`config.mk`:
```
export PLATFORM = sky130hd
export DESIGN_NAME = odt_top
export DESIGN_NICKNAME = d
export VERILOG_FILES = /design/src/rtl/odt_pkg.sv /design/src/rtl/odt_divider.sv /design/src/rtl/odt_top.sv
export SDC_FILE = /design/constraint.sdc
export NUM_CORES = 1
export LEC_CHECK = 0
export ABC_AREA = 0
export BUFFER_PORTS_ARGS = -buffer_cell sky130_fd_sc_hd__buf_2
export CORE_UTILIZATION = 35
export DETAILED_ROUTE_END_ITERATION = 16
export PLACE_DENSITY = 0.55
export SLEW_MARGIN = 10
export SYNTH_ARGS = -nofsm -noshare
export SYNTH_HDL_FRONTEND = slang
export SYNTH_SLANG_ARGS = --single-unit
```
`constraint.sdc`:
```
create_clock -name clk_i -period 1.6 [get_ports clk_i]
set_clock_uncertainty 0.1 [all_clocks]
set_input_delay 0 -clock clk_i [delete_from_list [all_inputs] [get_ports clk_i]]
set_output_delay 0 -clock clk_i [all_outputs]
set_load 0.005 [all_outputs]
```
`src/rtl/odt_pkg.sv`:
```
// shared constants and types for the oscillator divider tap block
package odt_pkg;

  localparam int unsigned ODT_DIV_WIDTH = 19;
  localparam int unsigned ODT_NUM_TAPS  = 4;
  localparam int unsigned ODT_TAP_BIT0  = 3;
  localparam int unsigned ODT_TAP_BIT1  = 8;
  localparam int unsigned ODT_TAP_BIT2  = 13;
  localparam int unsigned ODT_TAP_BIT3  = 18;
  localparam logic [1:0]  ODT_SEL_RST_A = 2'h0;
  localparam logic [1:0]  ODT_SEL_RST_B = 2'h1;

  typedef enum logic [2:0] {
    ODT_ST_CONFIG = 3'b001,
    ODT_ST_RUN    = 3'b010,
    ODT_ST_OFF    = 3'b100
  } odt_state_t;

  typedef struct packed {
    logic       used;
    logic [1:0] sel_a;
    logic [1:0] sel_b;
  } odt_cfg_t;

  typedef struct packed {
    logic osc_en;
    logic tap_a;
    logic tap_b;
  } odt_out_t;

endpackage

```
`src/rtl/odt_divider.sv`:
```
// binary divider clocked by the oscillator, advancing only while run_i is high
`timescale 1ns/1ps
`default_nettype none
module odt_divider
  import odt_pkg::*;
#(
  parameter int unsigned WIDTH = ODT_DIV_WIDTH
) (
  input  wire logic             clk_i,
  input  wire logic             rst_b_i,
  input  wire logic             run_i,
  output logic      [WIDTH-1:0] count_o
);

  logic [WIDTH-1:0] next_count;

  always_comb begin
    next_count = count_o;
    if (run_i) begin
      next_count = count_o + {{(WIDTH-1){1'b0}}, 1'b1};
    end
  end

  always_ff @(posedge clk_i) begin
    if (!rst_b_i) begin
      count_o <= '0;
    end else begin
      count_o <= next_count;
    end
  end

endmodule
`default_nettype wire

```
`src/rtl/odt_top.sv`:
```
// oscillator output stage with resynchronised divider taps
`timescale 1ns/1ps
`default_nettype none
module odt_top
  import odt_pkg::*;
#(
  parameter int unsigned DIV_WIDTH = ODT_DIV_WIDTH
) (
  input  wire logic     clk_i,
  input  wire logic     rst_b_i,
  input  wire logic     config_done_i,
  input  wire odt_cfg_t cfg_i,
  output logic          osc_run_o,
  output logic          in_config_o,
  output odt_out_t      user_o
);

  odt_state_t               state;
  odt_state_t               next_state;
  logic                     done_s1;
  logic                     done_s2;
  logic                     used_s1;
  logic                     used_s2;
  logic [1:0]               sel_a_s1;
  logic [1:0]               sel_a_s2;
  logic [1:0]               sel_b_s1;
  logic [1:0]               sel_b_s2;
  logic [DIV_WIDTH-1:0]     count;
  logic [ODT_NUM_TAPS-1:0]  taps;
  logic [ODT_NUM_TAPS-1:0]  tap_sync;
  logic [ODT_NUM_TAPS-1:0]  next_tap_sync;
  logic [1:0]               sel_a;
  logic [1:0]               sel_b;
  logic [1:0]               next_sel_a;
  logic [1:0]               next_sel_b;
  odt_out_t                 next_user;
  logic                     next_osc_run;
  logic                     next_in_config;

  // configuration-state inputs come from outside this clock domain
  always_ff @(posedge clk_i) begin
    if (!rst_b_i) begin
      done_s1 <= 1'b0;
      done_s2 <= 1'b0;
      used_s1 <= 1'b0;
      used_s2 <= 1'b0;
      sel_a_s1 <= ODT_SEL_RST_A;
      sel_a_s2 <= ODT_SEL_RST_A;
      sel_b_s1 <= ODT_SEL_RST_B;
      sel_b_s2 <= ODT_SEL_RST_B;
    end else begin
      done_s1 <= config_done_i;
      done_s2 <= done_s1;
      used_s1 <= cfg_i.used;
      used_s2 <= used_s1;
      sel_a_s1 <= cfg_i.sel_a;
      sel_a_s2 <= sel_a_s1;
      sel_b_s1 <= cfg_i.sel_b;
      sel_b_s2 <= sel_b_s1;
    end
  end

  // oscillator keeps running through power-on and configuration
  always_comb begin
    next_state = state;
    unique case (state)
      ODT_ST_CONFIG: begin
        if (done_s2) begin
          next_state = used_s2 ? ODT_ST_RUN : ODT_ST_OFF;
        end
      end
      ODT_ST_RUN: begin
        next_state = ODT_ST_RUN;
      end
      ODT_ST_OFF: begin
        next_state = ODT_ST_OFF;
      end
      default: begin
        next_state = ODT_ST_CONFIG;
      end
    endcase
  end

  always_ff @(posedge clk_i) begin
    if (!rst_b_i) begin
      state <= ODT_ST_CONFIG;
    end else begin
      state <= next_state;
    end
  end

  // divider advances whenever the oscillator runs
  odt_divider #(
    .WIDTH (DIV_WIDTH)
  ) u_div (
    .clk_i   (clk_i),
    .rst_b_i (rst_b_i),
    .run_i   (state != ODT_ST_OFF),
    .count_o (count)
  );

  assign taps = {count[ODT_TAP_BIT3], count[ODT_TAP_BIT2],
                 count[ODT_TAP_BIT1], count[ODT_TAP_BIT0]};

  // selections are static configuration, captured at the end of configuration
  always_comb begin
    next_tap_sync = taps;
    next_sel_a    = sel_a;
    next_sel_b    = sel_b;
    if (state == ODT_ST_CONFIG && done_s2) begin
      next_sel_a = sel_a_s2;
      next_sel_b = sel_b_s2;
    end
    next_osc_run     = (next_state != ODT_ST_OFF);
    next_in_config   = (next_state == ODT_ST_CONFIG);
    next_user.osc_en = (next_state == ODT_ST_RUN);
    next_user.tap_a  = (state == ODT_ST_RUN) & tap_sync[sel_a];
    next_user.tap_b  = (state == ODT_ST_RUN) & tap_sync[sel_b];
  end

  always_ff @(posedge clk_i) begin
    if (!rst_b_i) begin
      tap_sync    <= '0;
      sel_a       <= ODT_SEL_RST_A;
      sel_b       <= ODT_SEL_RST_B;
      osc_run_o   <= 1'b1;
      in_config_o <= 1'b1;
      user_o      <= '0;
    end else begin
      tap_sync    <= next_tap_sync;
      sel_a       <= next_sel_a;
      sel_b       <= next_sel_b;
      osc_run_o   <= next_osc_run;
      in_config_o <= next_in_config;
      user_o      <= next_user;
    end
  end

endmodule
`default_nettype wire

```
==> impl_metrics.toml <==
[synth]
synthCells = 174
ys_ff_latch = 47
syn_nets = 183
yosys_warnings = 0
ys_seq_area_share_pct = 53.5
netlist_area_mm2 = 0.00176
avgSynthCellArea_um2 = 10.1
synth_cell_type_count = 32

[sta]
tns_ns = -0.0240
min_period_over_period_pct = 101
slew_headroom_pct = 76.6
slew_viol_final = 0
finalHoldViolCount = 0
min_period_ns = 1.62
setup-violations-final = 1
worst-slew-pin-transition_ns = 0.352
grt_setup_unrepaired = "true"
setup_slack_ns = -0.0240
clock.fmax_mhz = 616

[drt]
vias = 1348
drt-total-wl_um = 3260
drt_iter0_markers = 60
first_pass_iters = 5
drc = 0
routedWlPerCell_um = 11.4
antenna_left = 0
via_per_inst = 4.73

[clock_tree]
cts_buffer_depth = 2
clock_sinks = 47
clk_pin_slew_ns = 0.08
cts_buffers = 5
ctsHtreeMaxLevel = 2
tritoncts = "yes"
clock_latency_ns = 0.29
cts_root_buf = "clkbuf_8"

[floorplanning]
ios = 13
die_area_mm2 = 0.00531
core-area_mm2 = 0.00479
start_util_pct = 36.7
die_h_um = 72.9
rows = 25
die_w_um = 72.9

[job]
drv_cap = 0

[grt]
first_global_vias = 1328
grt_pass1_wl_um = 5500
antenna_found_initial = 0
grtUsageTotal_pct = 13.7
grt_max_degree = 23
grt-ovfl-total = 0

[worst_setup_path]
cp-start-kind = "register"
worstPathArrival_ns = 1.75
worst_setup_path_end_kind = "register"
timing.critical_path.buf_inv = 1
cp_slowest_cell = "or4_1"
worstSetupPathType = "reg2reg"
required_ns = 1.72
crit_family = "simple AND/OR/NAND/NOR gates"
path_cells = "and4_4, nand4_1, buf_4, or4_1, a21oi_1"
max_stage_delay_ns = 0.40
path_max_fanout = 4

[power]
ir_drop_v = 0.000477
power.leakage_uw = 0.000860
powerDensity_mw_per_mm2 = 885

[place]
portBuffers = 12
dp_cells = 263
gp_congestion = 0.755
hpwl_um = 2300

[final_layout]
finalNetCount = 226
fin_util_pct = 46.6
drive_above_1_share_pct = 30.3
diodes = 0
layoutNonFillerInstCount = 285
area_growth_pct = 26.9

[outcome]
violations = "negative setup slack"
status = "finished, violations left"

[min_path]
hp-class = "reg2reg"
==> power breakdown <==
part           leakage, uW  switching (uW)  internal [uW]
combinational     0.000432            42.8           51.4
sequential        0.000387            11.7           1190
clock            0.0000412             369            305
==> per-layer routing <==
layer | part of all wire [%] | GRT usage (%) | vias up
met4 | 1.8 | 7.19 | 0
met1 | 46 | 14.8 | 629
met2 | 49 | 24.2 | 22
li1 | - | - | 692
met3 | 2.9 | 4.14 | 5
met5 | 0 | 0 | -
==> synthesized netlist by cell type <==
cell / n / area, um^2
o21ai_0: 8 / 40.0
a21oi_1: 13 / 65.1
or2_2: 1 / 6.26
nor2_1: 12 / 45.0
nand2_1: 8 / 30.0
clkbuf_2: 1 / 5.00
mux2i_1: 5 / 50.1
and4_1: 1 / 8.76
clkbuf_1: 4 / 15.0
nand3_1: 7 / 35.0
o31ai_1: 4 / 30.0
ha_1: 1 / 12.5
and4_4: 1 / 11.3
and3_1: 1 / 6.26
mux4_2: 2 / 45.0
and2_1: 15 / 93.8
o2bb2ai_1: 1 / 8.76
or3_1: 4 / 25.0
inv_1: 5 / 18.8
xnor2_1: 2 / 17.5
xor2_1: 5 / 43.8
nand2b_1: 3 / 18.8
dfxtp_1: 47 / 941
nand4b_1: 1 / 8.76
buf_6: 2 / 22.5
nand4_1: 7 / 43.8
or4_1: 5 / 37.5
or3_2: 2 / 15.0
nand3b_1: 2 / 15.0
nand4_4: 1 / 21.3
or3b_1: 1 / 8.76
nor2b_1: 2 / 12.5
==> cell usage in the layout (no fill, tap or decap), types with 2 or more instances in the layout <==
cell type / n
xor2_1: 5
buf_4: 23
dlygate4sd3_1: 8
o21ai_0: 7
a21oi_1: 12
inv_1: 5
and4_4: 2
clkbuf_8: 5
dfxtp_1: 36
nand2b_1: 3
or4_1: 4
and2_1: 14
nand3b_1: 2
xnor2_1: 2
or3_1: 3
nand2_1: 8
nor2b_1: 2
or3_2: 2
dfxtp_2: 11
mux4_2: 2
nor2_1: 12
nand4_1: 7
mux2i_1: 5
nand3_1: 7
buf_2: 12
o31ai_1: 4
==> sequential cells by signal (all words and copies together) (netlist names), 2 cells and up <==
| register | count |
|---|---|
| sel_a_s2 | 2 |
| user_o | 3 |
| sel_b_s2 | 2 |
| u_div.count_o | 19 |
| state | 3 |
| sel_b | 2 |
| sel_a_s1 | 2 |
| tap_sync | 4 |
| sel_a | 2 |
| sel_b_s1 | 2 |
==> kinds of logic after synthesis <==
| logic type | count (synthesis) | synth area share (%) |
|---|---|---|
| simple gates | 74 | 25.2 |
| flops | 47 | 53.5 |
| compound gates | 26 | 8.19 |
| buf+inv | 12 | 3.49 |
| xor+xnor | 7 | 3.49 |
| mux | 7 | 5.41 |
| fa+ha+maj | 1 | 0.712 |
==> path summary, 6_finish.rpt <==
path	start	end	slack, ns	cells after the start
hold / removal	sel_b_s1[0]$_SDFF_PN1_	sel_b_s2[0]$_SDFF_PN1_	0.32	1
hold reg to reg	sel_b_s1[0]$_SDFF_PN1_	sel_b_s2[0]$_SDFF_PN1_	0.32	1
setup reg to reg	u_div.count_o[8]$_SDFFE_PN0P_	u_div.count_o[15]$_SDFFE_PN0P_	-0.02	5
setup / recovery	u_div.count_o[8]$_SDFFE_PN0P_	u_div.count_o[15]$_SDFFE_PN0P_	-0.02	5
==> per-stage QoR <==
| step | setup WS (ns) | area, um^2 | hold WS (ns) | power (uW) |
|---|---|---|---|---|
| final | -0.0240 | 2230 | 0.324 | 1970 |
| after global routing | -0.0908 | 2230 | 0.344 | 2070 |
| after CTS | -0.00635 | 2190 | 0.330 | 2010 |
| after detailed placement | -0.0574 | 1990 | 0.0848 | 1310 |
| after global placement | 0.0181 | 1990 | 0.0866 | 1310 |
| after floorplan | 0.00738 | 1760 | 0.00147 | 1280 |
==> repair_timing <==
item                       CTS  global route
setup endpoints to repair   10            10
hold endpoints to repair    10             0
hold buffers                 8             0
buffers inserted             4             2
pin swaps                    2            11
resized for setup            4            12
==> final cells by class <==
cell class	instances	area [um^2]
fillers	472	2550
flip-flops and latches	47	955
multi-input cells	115	776
repair buffers	43	313
well taps	67	83.8
clock buffers	6	72.6
inverters	5	18.8
clock inverters	2	12.5
Power figures use the tool's default switching activity.
